===== src/adc_ready_pkg.sv =====
// Shared constants and types for the conversion-timing and ready-chain block
package adc_ready_pkg;
  // Channel count, word widths and longest chain
  localparam int NUM_CH = 4;
  localparam int WIDE_BITS = 24;
  localparam int NARROW_BITS = 16;
  localparam int MAX_CHAIN = 8;
  // Modulator clock divide from the oscillator input
  localparam int MOD_DIV = 8;
  localparam logic [2:0] MOD_DIV_LAST = 3'h7;
  // Result FIFO shape
  localparam int FIFO_DEPTH = 8;
  localparam int FIFO_WIDTH = 2 + WIDE_BITS;
  // Reset values of programmed settings
  localparam logic [15:0] RATE_RESET = 16'h00bf;
  localparam logic [7:0] DELAY_RESET = 8'h00;
  // Ready sequencer states
  typedef enum logic [1:0] {
    RDY_IDLE = 2'b00,
    RDY_SHOW = 2'b01,
    RDY_DONE = 2'b10
  } rdy_state_t;
endpackage : adc_ready_pkg


===== src/result_stream_if.sv =====
// Valid/ready stream carrying channel-tagged results between modules
`timescale 1ns/1ps
interface result_stream_if #(parameter int W = 26);
  logic valid;
  logic ready;
  logic [W-1:0] data;
  modport source (output valid, output data, input ready);
  modport sink (input valid, input data, output ready);
endinterface : result_stream_if


===== src/result_fifo.sv =====
// Small register-file FIFO with registered read data
`timescale 1ns/1ps
module result_fifo #(
  parameter int WIDTH = 26,
  parameter int DEPTH = 8
) (
  // Clock and reset
  input wire logic mclk,
  input wire logic rst,
  // Fill and drain sides
  result_stream_if.sink wr,
  result_stream_if.source rd
);
  localparam int AW = $clog2(DEPTH);
  logic [WIDTH-1:0] mem [DEPTH];  // Storage
  logic [AW-1:0] wrPtr;           // Next slot to fill
  logic [AW-1:0] rdPtr;           // Next slot to drain
  logic [AW:0] count;             // Occupancy
  logic [WIDTH-1:0] outData;      // Registered head word
  logic outValid;                 // Head word present
  logic push;
  logic pop;
  logic load;

  // Honest full: refuse writes once every slot is taken
  assign wr.ready = (count != AW'(0) + (AW+1)'(DEPTH));
  assign push = wr.valid && wr.ready;
  // Refill the output register when empty or being drained
  assign load = (count != '0) && (!outValid || rd.ready);
  assign pop = load;
  assign rd.valid = outValid;
  assign rd.data = outData;

  // Storage write
  always_ff @(posedge mclk) begin
    if (push) begin
      mem[wrPtr] <= wr.data;
    end
  end

  // Pointers and occupancy
  always_ff @(posedge mclk) begin
    if (rst) begin
      wrPtr <= '0;
      rdPtr <= '0;
      count <= '0;
    end else begin
      if (push) wrPtr <= wrPtr + AW'(1);
      if (pop) rdPtr <= rdPtr + AW'(1);
      count <= count + (AW+1)'(push) - (AW+1)'(pop);
    end
  end

  // Output register; read data always come from a flop
  always_ff @(posedge mclk) begin
    if (rst) begin
      outValid <= 1'b0;
      outData <= '0;
    end else if (load) begin
      outValid <= 1'b1;
      outData <= mem[rdPtr];
    end else if (rd.ready) begin
      outValid <= 1'b0;
    end
  end
endmodule : result_fifo


===== src/adc_ready_chain_sync.sv =====
// Conversion timing, ready chaining and sample alignment for a four-channel converter
// Operation
// [RL1] Ready low on new result when upstream low
// [RL2] Chip-select falling edge returns ready high
// [RL3] Upstream ready high forces ready high
// [RL4] Sync falling edge realigns sampling timing
// [RL5] Chained devices look like one converter
// [RL6] Modulator stream at oscillator rate over eight
// [RL7] Each channel has own sampling delay
// [RL8] Output data rate set by software
// [RL9] Results are 24-bit or 16-bit words
// [RL10] Modulator clock is oscillator divided by eight
// [RL11] Grant plus chip-select enables serial transfer
// [RL12] Ready stays high after reset until result
`timescale 1ns/1ps
module adc_ready_chain_sync #(
  parameter bit WIDE_VARIANT = 1'b1
) (
  // Clock and reset
  input wire logic mclk,
  input wire logic rst,
  // Oscillator input, sampled in the mclk domain
  input wire logic osc_clock_in,
  // Chain and alignment pins
  input wire logic ready_chain_in_n,
  input wire logic sync_in,
  input wire logic chain_grant_in,
  input wire logic chip_select_n,
  // Settings from the configuration path
  input wire logic [15:0] rateSetting,
  input wire logic [31:0] chDelay,
  // Modulator sample values per channel
  input wire logic [adc_ready_pkg::NUM_CH-1:0] modBit,
  // Result drain towards the serial shifter
  input wire logic resultTake,
  output logic resultValid,
  output logic [adc_ready_pkg::FIFO_WIDTH-1:0] resultWord,
  // Pins
  output logic ready_out_n,
  output logic modClock,
  output logic transferEnable,
  output logic sampleStrobe
);
  localparam int NC = adc_ready_pkg::NUM_CH;
  localparam int WB = adc_ready_pkg::WIDE_BITS;

  result_stream_if #(.W(adc_ready_pkg::FIFO_WIDTH)) fill();
  result_stream_if #(.W(adc_ready_pkg::FIFO_WIDTH)) drain();

  logic oscPrev;              // Previous oscillator level
  logic [2:0] divCount;       // Oscillator edges into modulator period
  logic modTick;              // One per modulator sample
  logic syncPrev;             // Previous sync level
  logic syncFall;             // Alignment request
  logic csPrev;               // Previous chip-select level
  logic csFall;               // Chip-select falling edge
  logic [15:0] rateCount;     // Modulator ticks into output period
  logic frameTick;            // Start of an output period
  logic [7:0] delayCount [NC];// Per-channel delay down-counters
  logic [NC-1:0] delayArmed;  // Channel waiting to sample
  logic [WB-1:0] accum [NC];  // Bit-stream accumulators
  logic [NC-1:0] chReady;     // Channel holds a finished result
  logic [1:0] emitCh;         // Next channel pushed into FIFO
  logic newResult;            // Whole frame queued
  adc_ready_pkg::rdy_state_t rdyState;

  // Edge detect on the oscillator; inputs are synchronous to mclk
  // Oscillator history runs through reset, so no false rise follows release
  always_ff @(posedge mclk) begin
    oscPrev <= osc_clock_in;
    if (rst) begin
      syncPrev <= 1'b0;
      csPrev <= 1'b1;
    end else begin
      syncPrev <= sync_in;
      csPrev <= chip_select_n;
    end
  end
  assign syncFall = syncPrev && !sync_in;
  assign csFall = csPrev && !chip_select_n;

  // Divide oscillator rising edges by eight for the modulator
  always_ff @(posedge mclk) begin
    if (rst || syncFall) begin
      divCount <= '0;
      modClock <= 1'b0;
    end else if (osc_clock_in && !oscPrev) begin
      divCount <= divCount + 3'h1; // see [RL10]
      modClock <= (divCount >= 3'h3) && (divCount != adc_ready_pkg::MOD_DIV_LAST);
    end
  end
  // One modulator sample per eight oscillator edges, 3.072 Msps at 24.576 MHz
  assign modTick = osc_clock_in && !oscPrev && (divCount == adc_ready_pkg::MOD_DIV_LAST); // see [RL6]

  // Output-rate counter; sync restarts the period so chained parts line up
  always_ff @(posedge mclk) begin
    if (rst || syncFall) begin // see [RL4]
      rateCount <= '0;
    end else if (modTick) begin
      if (rateCount >= rateSetting) rateCount <= '0; // see [RL8]
      else rateCount <= rateCount + 16'h0001;
    end
  end
  assign frameTick = modTick && (rateCount >= rateSetting);

  // Per-channel delay and accumulation, one generate slice per channel
  for (genvar c = 0; c < NC; c++) begin : gCh
    always_ff @(posedge mclk) begin
      if (rst || syncFall) begin
        delayArmed[c] <= 1'b0;
        delayCount[c] <= adc_ready_pkg::DELAY_RESET;
        accum[c] <= '0;
        chReady[c] <= 1'b0;
      end else begin
        // Clear on push first, so a new result set in the same cycle wins
        if (fill.valid && fill.ready && emitCh == 2'(c)) chReady[c] <= 1'b0;
        if (frameTick) begin
          // Independent delay before this channel's sample is taken
          delayArmed[c] <= 1'b1;
          delayCount[c] <= chDelay[c*8 +: 8]; // see [RL7]
        end else if (delayArmed[c] && modTick) begin
          if (delayCount[c] == 8'h00) begin
            delayArmed[c] <= 1'b0;
            chReady[c] <= 1'b1;
          end else begin
            delayCount[c] <= delayCount[c] - 8'h01;
          end
        end
        // Crude decimation: count ones of the bit stream
        if (modTick && !(delayArmed[c] && delayCount[c] == 8'h00)) begin
          accum[c] <= accum[c] + WB'(modBit[c]);
        end else if (modTick) begin
          accum[c] <= '0;
        end
      end
    end
  end

  // Queue finished channels in order; FIFO back-pressure stalls this
  assign fill.valid = chReady[emitCh];
  // Narrow variant keeps the upper sixteen bits, low bits zero
  assign fill.data = {emitCh, WIDE_VARIANT ? accum[emitCh] :
    {accum[emitCh][WB-1 -: adc_ready_pkg::NARROW_BITS], 8'h00}}; // see [RL9]
  always_ff @(posedge mclk) begin
    if (rst || syncFall) begin
      emitCh <= '0;
    end else if (fill.valid && fill.ready) begin
      emitCh <= emitCh + 2'h1;
    end
  end
  assign newResult = fill.valid && fill.ready && (emitCh == 2'(NC-1));

  result_fifo #(
    .WIDTH(adc_ready_pkg::FIFO_WIDTH),
    .DEPTH(adc_ready_pkg::FIFO_DEPTH)
  ) uFifo (
    .mclk(mclk),
    .rst(rst),
    .wr(fill),
    .rd(drain)
  );
  assign drain.ready = resultTake && transferEnable;

  // Drain outputs registered
  always_ff @(posedge mclk) begin
    if (rst) begin
      resultValid <= 1'b0;
      resultWord <= '0;
    end else begin
      // Valid only for a word actually taken this cycle, never for a parked head
      resultValid <= drain.valid && drain.ready;
      resultWord <= drain.data;
    end
  end

  // Ready sequencer; the chain input gates the pin, so a chain reads as one part
  always_ff @(posedge mclk) begin
    if (rst) begin
      rdyState <= adc_ready_pkg::RDY_IDLE; // see [RL12]
      ready_out_n <= 1'b1;
    end else begin
      unique case (rdyState)
        adc_ready_pkg::RDY_IDLE: begin
          if (newResult) rdyState <= adc_ready_pkg::RDY_SHOW;
        end
        adc_ready_pkg::RDY_SHOW: begin
          if (csFall) rdyState <= adc_ready_pkg::RDY_DONE; // see [RL2]
        end
        adc_ready_pkg::RDY_DONE: begin
          if (newResult) rdyState <= adc_ready_pkg::RDY_SHOW;
        end
        default: rdyState <= adc_ready_pkg::RDY_IDLE;
      endcase
      // Upstream high wins; else show a pending result
      if (ready_chain_in_n) ready_out_n <= 1'b1; // see [RL3] [RL5]
      else if (csFall) ready_out_n <= 1'b1; // see [RL2]
      else ready_out_n <= !(newResult || rdyState == adc_ready_pkg::RDY_SHOW); // see [RL1]
    end
  end

  // Transfer window opens on chip-select fall with grant low, shuts when deselected
  always_ff @(posedge mclk) begin
    if (rst) begin
      transferEnable <= 1'b0;
    end else if (chip_select_n) begin
      transferEnable <= 1'b0; // see [RL11]
    end else if (csFall && !chain_grant_in) begin
      transferEnable <= 1'b1; // see [RL11]
    end
  end

  // Pulse marking each aligned output period
  always_ff @(posedge mclk) begin
    if (rst) sampleStrobe <= 1'b0;
    else sampleStrobe <= frameTick;
  end
endmodule : adc_ready_chain_sync


===== config.mk =====
export PLATFORM = sky130hd
export DESIGN_NAME = adc_ready_chain_sync
export DESIGN_NICKNAME = d
export VERILOG_FILES = /design/src/adc_ready_pkg.sv /design/src/result_stream_if.sv /design/src/result_fifo.sv /design/src/adc_ready_chain_sync.sv
export SDC_FILE = /design/constraint.sdc
export NUM_CORES = 1
export LEC_CHECK = 0
export ABC_AREA = 0
export BUFFER_PORTS_ARGS = -buffer_cell sky130_fd_sc_hd__buf_2
export CORE_MARGIN = 2
export CORE_UTILIZATION = 30
export DETAILED_ROUTE_END_ITERATION = 7
export PLACE_DENSITY_LB_ADDON = 0.12
export SLEW_MARGIN = 0
export SYNTH_ARGS = -nofsm -noshare
export SYNTH_HDL_FRONTEND = slang
export SYNTH_SLANG_ARGS = --single-unit

===== constraint.sdc =====
create_clock -name mclk -period 4.25 [get_ports mclk]
set_input_delay 0.425 -clock mclk [delete_from_list [all_inputs] [get_ports mclk]]
set_output_delay 0.425 -clock mclk [all_outputs]
set_load 0.01 [all_outputs]

==> metrics.txt, run 1 <==
status finished clean; root buf cell clkbuf_16; skew final 0.0182 ns; Total Routing Usage GR 13.9%; XOR/XNOR Fraction of Synth Area 5.56%; worst skew pair latency 0.59 ns; RSZ-0062 raised after global routing no; Mapped Cells 1,480; # Post-CTS Setup Buffers 0; vias in the first global route 11.9k; Max Cap Viol 0; Final Core Density 35.2%; CP endpoint kind flop; Mapped Area 19,800 sq um; first-pass GRT wire length 72.9 mm; Crit path arrival time 3.31 ns; P_leak 7.72 nW; synthesized flop and latch total 440; P per Cell Area 471 nW/um^2; pin count of the biggest net entering global routing 59; final slew viol count 0; CP Max Fanout 11; commonest non-fill, non-tap cell in the layout edfxtp_1; DRC 0; Hold Crit Depth 2; Critical Path Max Stage Delay 0.60 ns; Core Box Area 65,600 sq um; fin area 23,100 sq um; H-tree levels 2; Critical Path RT 4.55 ns; fin crit share 70.8%; simple-gate share of the synthesized area 12.4%; cell repeated most along the worst path buf_4; Synth async-reset ratio 0%; fmax 332 MHz; Post-Synth Adder-Cell Area 3.06%; Via density 4.75; complex-gate fraction of the synthesized area 3.71%; Final Hold Viols 0; I/O pins 91; Initial Util 30.2%; synth warn 0; routability cong. 0.757; CTS Buf Count 50; Die ar. 68,200 sq um; R2R cell count 8; HP Class in -> reg; # setup viols final 0; Post-synth EDFFs 336; main combinational cell family by area after synthesis simple AND/OR/NAND/NOR gates; Routed Antenna Nets 0; Top FF cell, synth edfxtp_1; Synth cell types 58; Die X 261 um; crit-path cells ha_1, nand4_1, or4_4, o31ai_1, buf_4, nor3_1, o21ai_0, buf_4; Mapped Avg Cell Area 13.4 sq um; Seq/Total Area, Yosys 61.3%; initial antenna violation count 2; TritonCTS clock tree done; clk slew on worst S/H paths 0.06 ns; syn nets 1,588; layout cell share with drive strength beyond 1 18.7%; Setup TNS 0 ns; clk buf depth 3; Slew HR 23.2%; IO buf count 90; crit path time final 3.01 ns; TritonRoute pass-1 iters 5; post-synthesis mux area share 11.4%; Worst setup SP type flop; commonest cells after routing, fill and taps aside edfxtp_1 (336), nor2_1 (167), nand2_1 (109); Worst path slowest cell o21ai_0; DP Area 21,400 sq um; final WL 46.6 mm; post-cts sizing count 0; Layout Area Growth over Synthesis 16.3%; initial DRC count 746; Nets 1,693; Vias 11.8k; gr ovfl total 0; routed length per instance 18.7 um; Sink Count 440; # rows 94; VDD IR max 0.281 mV; worst slew pin tran 1.15 ns; placed wire-length estimate 30.1 mm; Chip Height 261 um; CP Class reg -> reg; WHS 0.0548 ns
[per-layer routing]
metal	GRT usage, %	wire length (um)
met1	19.7	22700
met2	22.1	21500
met3	2.29	1580
met4	3.49	924
met5	0	0
[flip-flops by register name, summed over array words and instances, names as in the netlist, 2 cells and up, named ones only]
signal	cells
uFifo.rd.data	26
uFifo.rdPtr	3
uFifo.mem	208
delayArmed	4
emitCh	2
uFifo.count	4
divCount	3
rdyState	2
delayCount	32
resultWord	26
accum	96
rateCount	16
uFifo.wrPtr	3
chReady	4
[final timing paths]
path / start / to / slack (ns)
hold reg to reg: uFifo.rd.data[17] / resultWord[17] / 0.46
setup reg to reg: rateCount[13] / delayCount[2][6] / 1.24
setup / recovery: rateCount[13] / delayCount[2][6] / 1.24
hold / removal: chip_select_n / csPrev / 0.05
[synthesized netlist by cell type, drive strengths merged, types with 3 or more instances]
| cell | instances | area (sq um) |
|---|---|---|
| a211oi | 29 | 218 |
| a21oi | 31 | 159 |
| a22oi | 3 | 22.5 |
| a31o | 5 | 43.8 |
| and3 | 23 | 144 |
| and4 | 12 | 105 |
| buf | 24 | 150 |
| clkbuf | 45 | 169 |
| dfxtp | 104 | 2080 |
| edfxtp | 336 | 10100 |
| ha | 47 | 588 |
| inv | 51 | 191 |
| mux2i | 53 | 531 |
| mux4 | 77 | 1730 |
| nand2 | 111 | 424 |
| nand2b | 6 | 37.5 |
| nand3 | 45 | 225 |
| nand4 | 36 | 225 |
| nor2 | 168 | 631 |
| nor2b | 32 | 200 |
| nor3 | 33 | 170 |
| nor3b | 5 | 37.5 |
| nor4 | 17 | 106 |
| o21ai | 20 | 100 |
| o31ai | 5 | 37.5 |
| or3 | 4 | 25.0 |
| or4 | 5 | 41.3 |
| xnor2 | 61 | 534 |
| xor2 | 65 | 569 |
[stage by stage]
step                setup WS, ns  total power [mW]  cells
global placement            1.14              6.67   2395
global route               0.950              11.4   2491
finish                      1.24              10.9   2493
floorplan                 0.0794              6.24   1480
CTS                         1.22              11.1   2491
detailed placement          1.03              6.69   2395
[timing repair]
action,in CTS,in global routing
hold buffers,2,0
hold endpoints to repair,2,0
endpoints found under the setup margin,0,0
[critical path, delay by kind of cell, from the launching register on]
kind            cells  cell delay (ns)
flops               1             0.35
buf+inv             2             0.46
compound gates      2             0.82
simple gates        3             0.75
fa+ha+maj           1             0.33
[power by group]
part / total (mW) / internal [mW] / switching, mW / leakage, nW
registers: 5.21 / 4.89 / 0.317 / 4.09
clock network: 4.32 / 2.53 / 1.79 / 0.806
logic: 1.34 / 0.705 / 0.638 / 2.83
[cell type report]
type / count / area, sq um
antenna: 2 / 5.00
clock buffer: 73 / 1440
clock inverter: 21 / 206
fill: 6384 / 42500
inverter: 51 / 191
multi-input combinational: 920 / 7250
sequential: 440 / 12200
tap: 864 / 1080
timing repair buffer: 122 / 733
[logic make-up after synthesis]
logic type                 after synthesis
and+or+nand+nor                        507
DFF                                    440
muxes                                  130
xor gates and xnor gates               126
buffers and inverters                  120
AOI/OAI and AO/OA                      109
adders and majority gates               48
Note: power is estimated with default switching activity, not from simulation.
==> inputs of run 2 (changes only) <==
Clock period 4.25 ns to 2.5 ns, I/O delays scaled along.
==> run 2 against run 1 <==
Against the previous run: power increased by 69%; final cell count increased by 2.4%; first-iteration DRC count increased by 7.8%; sequential power increased by 67%; wire length increased by 1.4%; global-route usage increased by 0.33 points; largest power group unchanged; clock skew decreased by 0.0047 ns; non-clock buffer count increased by 61; clock power increased by 63%.
==> metrics.txt, run 2 (synthesis results as in run 1) <==
status finished clean; Core Box Area 65,600 sq um (unchanged); Critical R2R Capture delayCount[0][0]; Routed Antenna Nets 0 (unchanged); initial antenna violation count 1 (-1); CP Class reg -> reg; Layout Area Growth over Synthesis 20.2%; fillcell total 6,338 (-0.72%); Max Cap Viol 0 (unchanged); routability cong. 0.755 (-0.26%); crit path time final 2.39 ns (-0.619 ns); layout cell share with drive strength beyond 1 20.0% (+1.3 points); Sink Count 440 (unchanged); Via density 4.76 (+0.12%); clk slew on worst S/H paths 0.06 ns (about the same); clk buf depth 3 (unchanged); vias in the first global route 12.5k (+4.8%); DRC 0 (unchanged); worst slew pin tran 0.630 ns (-0.521 ns); final WL 47.3 mm (+1.4%); RSZ-0062 raised after global routing no; first-pass GRT wire length 74.5 mm (+2.2%); HP Class in -> reg; worst skew pair latency 0.60 ns (about the same); placed wire-length estimate 30.7 mm (+2.0%); Critical Path RT 2.81 ns (-1.74 ns); final slew viol count 0 (unchanged); pre-CTS setup slack -0.0473 ns (-1.08 ns); Hold EP delayCount[1][6]; top flop regs uFifo.mem (208), accum (96), delayCount (32); Setup TNS 0 ns (unchanged); P per Cell Area 770 nW/um^2 (+64%); P_leak 8.04 nW (+4.2%); pin count of the biggest net entering global routing 62 (+5.1%); gr ovfl total 0 (unchanged); worst r2r src rateCount[11]; Final Hold Viols 0 (unchanged); H-tree levels 2 (unchanged); fmax 418 MHz (+26%); # Post-CTS Setup Buffers 0 (unchanged); R2R cell count 7 (-1); CP Max Fanout 8 (-3); Worst setup SP type flop; root buf cell clkbuf_16; CTS Buf Count 51 (+2.0%); Biggest register uFifo.mem; HP Start chDelay[14]; initial DRC count 804 (+7.8%); Die ar. 68,200 sq um (unchanged); Total Routing Usage GR 14.2% (+0.33 points); skew final 0.0136 ns (-0.00465 ns); # rows 94 (unchanged); TritonCTS clock tree done; I/O pins 91 (unchanged); routed length per instance 18.5 um (-0.98%); commonest non-fill, non-tap cell in the layout edfxtp_1; Crit path arrival time 2.70 ns (-0.61 ns); Placed Cells 2,436 (+1.7%); Initial Util 30.2% (unchanged); TritonRoute pass-1 iters 5 (unchanged); setup ws final 0.110 ns (-1.13 ns); Vias 12.1k (+2.5%); Chip Height 261 um (unchanged); fin crit share 95.6% (+25 points); Largest register FFs 208 (unchanged); commonest cells after routing, fill and taps aside edfxtp_1 (336), nor2_1 (167), nand2_1 (109); CP endpoint kind flop; total power 18.4 mW (+69%); Hold Crit Depth 3 (+1); worst reg-to-reg setup slack 0.11 ns (-1.13 ns); Slew HR 58.0% (+35 points); # setup viols final 0 (unchanged); IO buf count 90 (unchanged); VDD IR max 0.460 mV (+64%); Nets 1,755 (+3.7%); Post-Layout Cell Count 2,552 (+2.4%); Die X 261 um (unchanged)
[run 2: area by class of cell]
class | instances | area [sq um] | share of cell area (%)
antenna | 2 | 5.00 | 0.0210
tap | 864 | 1080 | 4.53
sequential | 440 | 12200 | 51.1
inverter | 51 | 191 | 0.803
timing repair buffer | 183 | 1540 | 6.46
multi-input combinational | 920 | 7290 | 30.5
clock inverter | 23 | 171 | 0.719
clock buffer | 69 | 1390 | 5.84
[run 2: worst max path at each step]
stage	from	depth (start not counted)	endpoint	slack (ns)
2_1_floorplan	emitCh[0]	4	uFifo.mem[4][0]	-0.15
3_3_place_gp	rateSetting[14]	9	delayCount[0][2]	-0.03
3_5_place_dp	rateSetting[12]	9	delayCount[0][2]	-0.05
4_1_cts	rateCount[5]	7	delayCount[0][3]	0.02
5_1_grt	rateCount[11]	7	delayCount[0][3]	0.005
6_report	rateCount[11]	7	delayCount[0][0]	0.11
[run 2: report_power, final]
part           internal [mW]  total (mW)  switching (mW)
Clock                   4.02        7.05            3.04
Sequential              8.31        8.69           0.383
Combinational           1.33        2.62            1.29
[run 2: routing by layer]
| metal | track usage [%] | wire length [um] | vias to the layer above |
|---|---|---|---|
| met5 | 0 | 12 | - |
| met3 | 2.48 | 1760 | 74 |
| met4 | 3.55 | 974 | 2 |
| met1 | 19.7 | 22500 | 6039 |
| li1 | - | - | 5842 |
| met2 | 23.1 | 22000 | 186 |
[run 2: through the flow]
stage / util (%) / hold slack, ns / instance area [sq um]
2_1_floorplan: - / 0.278 / 20000
3_3_place_gp: 33.6 / 0.408 / 22100
3_5_place_dp: 33.6 / 0.414 / 22100
4_1_cts: 36.3 / 0.0000409 / 23800
5_1_grt: 36.3 / 0.0140 / 23800
6_report: 36.3 / 0.0224 / 23900
[run 2: what timing repair did]
item / in CTS / in global routing
resized for setup: 0 / 1
pin swaps: 3 / 1
endpoints found under the setup margin: 8 / 48
endpoints found under the hold margin: 21 / 0
hold buffers: 22 / 0
[run 2: critical path: stages, from the launching register on]
cell and delay (ns):
dfxtp_1 0.33, ha_1 0.32, nand4_1 0.10, or4_4 0.50, o31a_4 0.35, a31o_2 0.26, nand2_1 0.11, buf_12 0.14
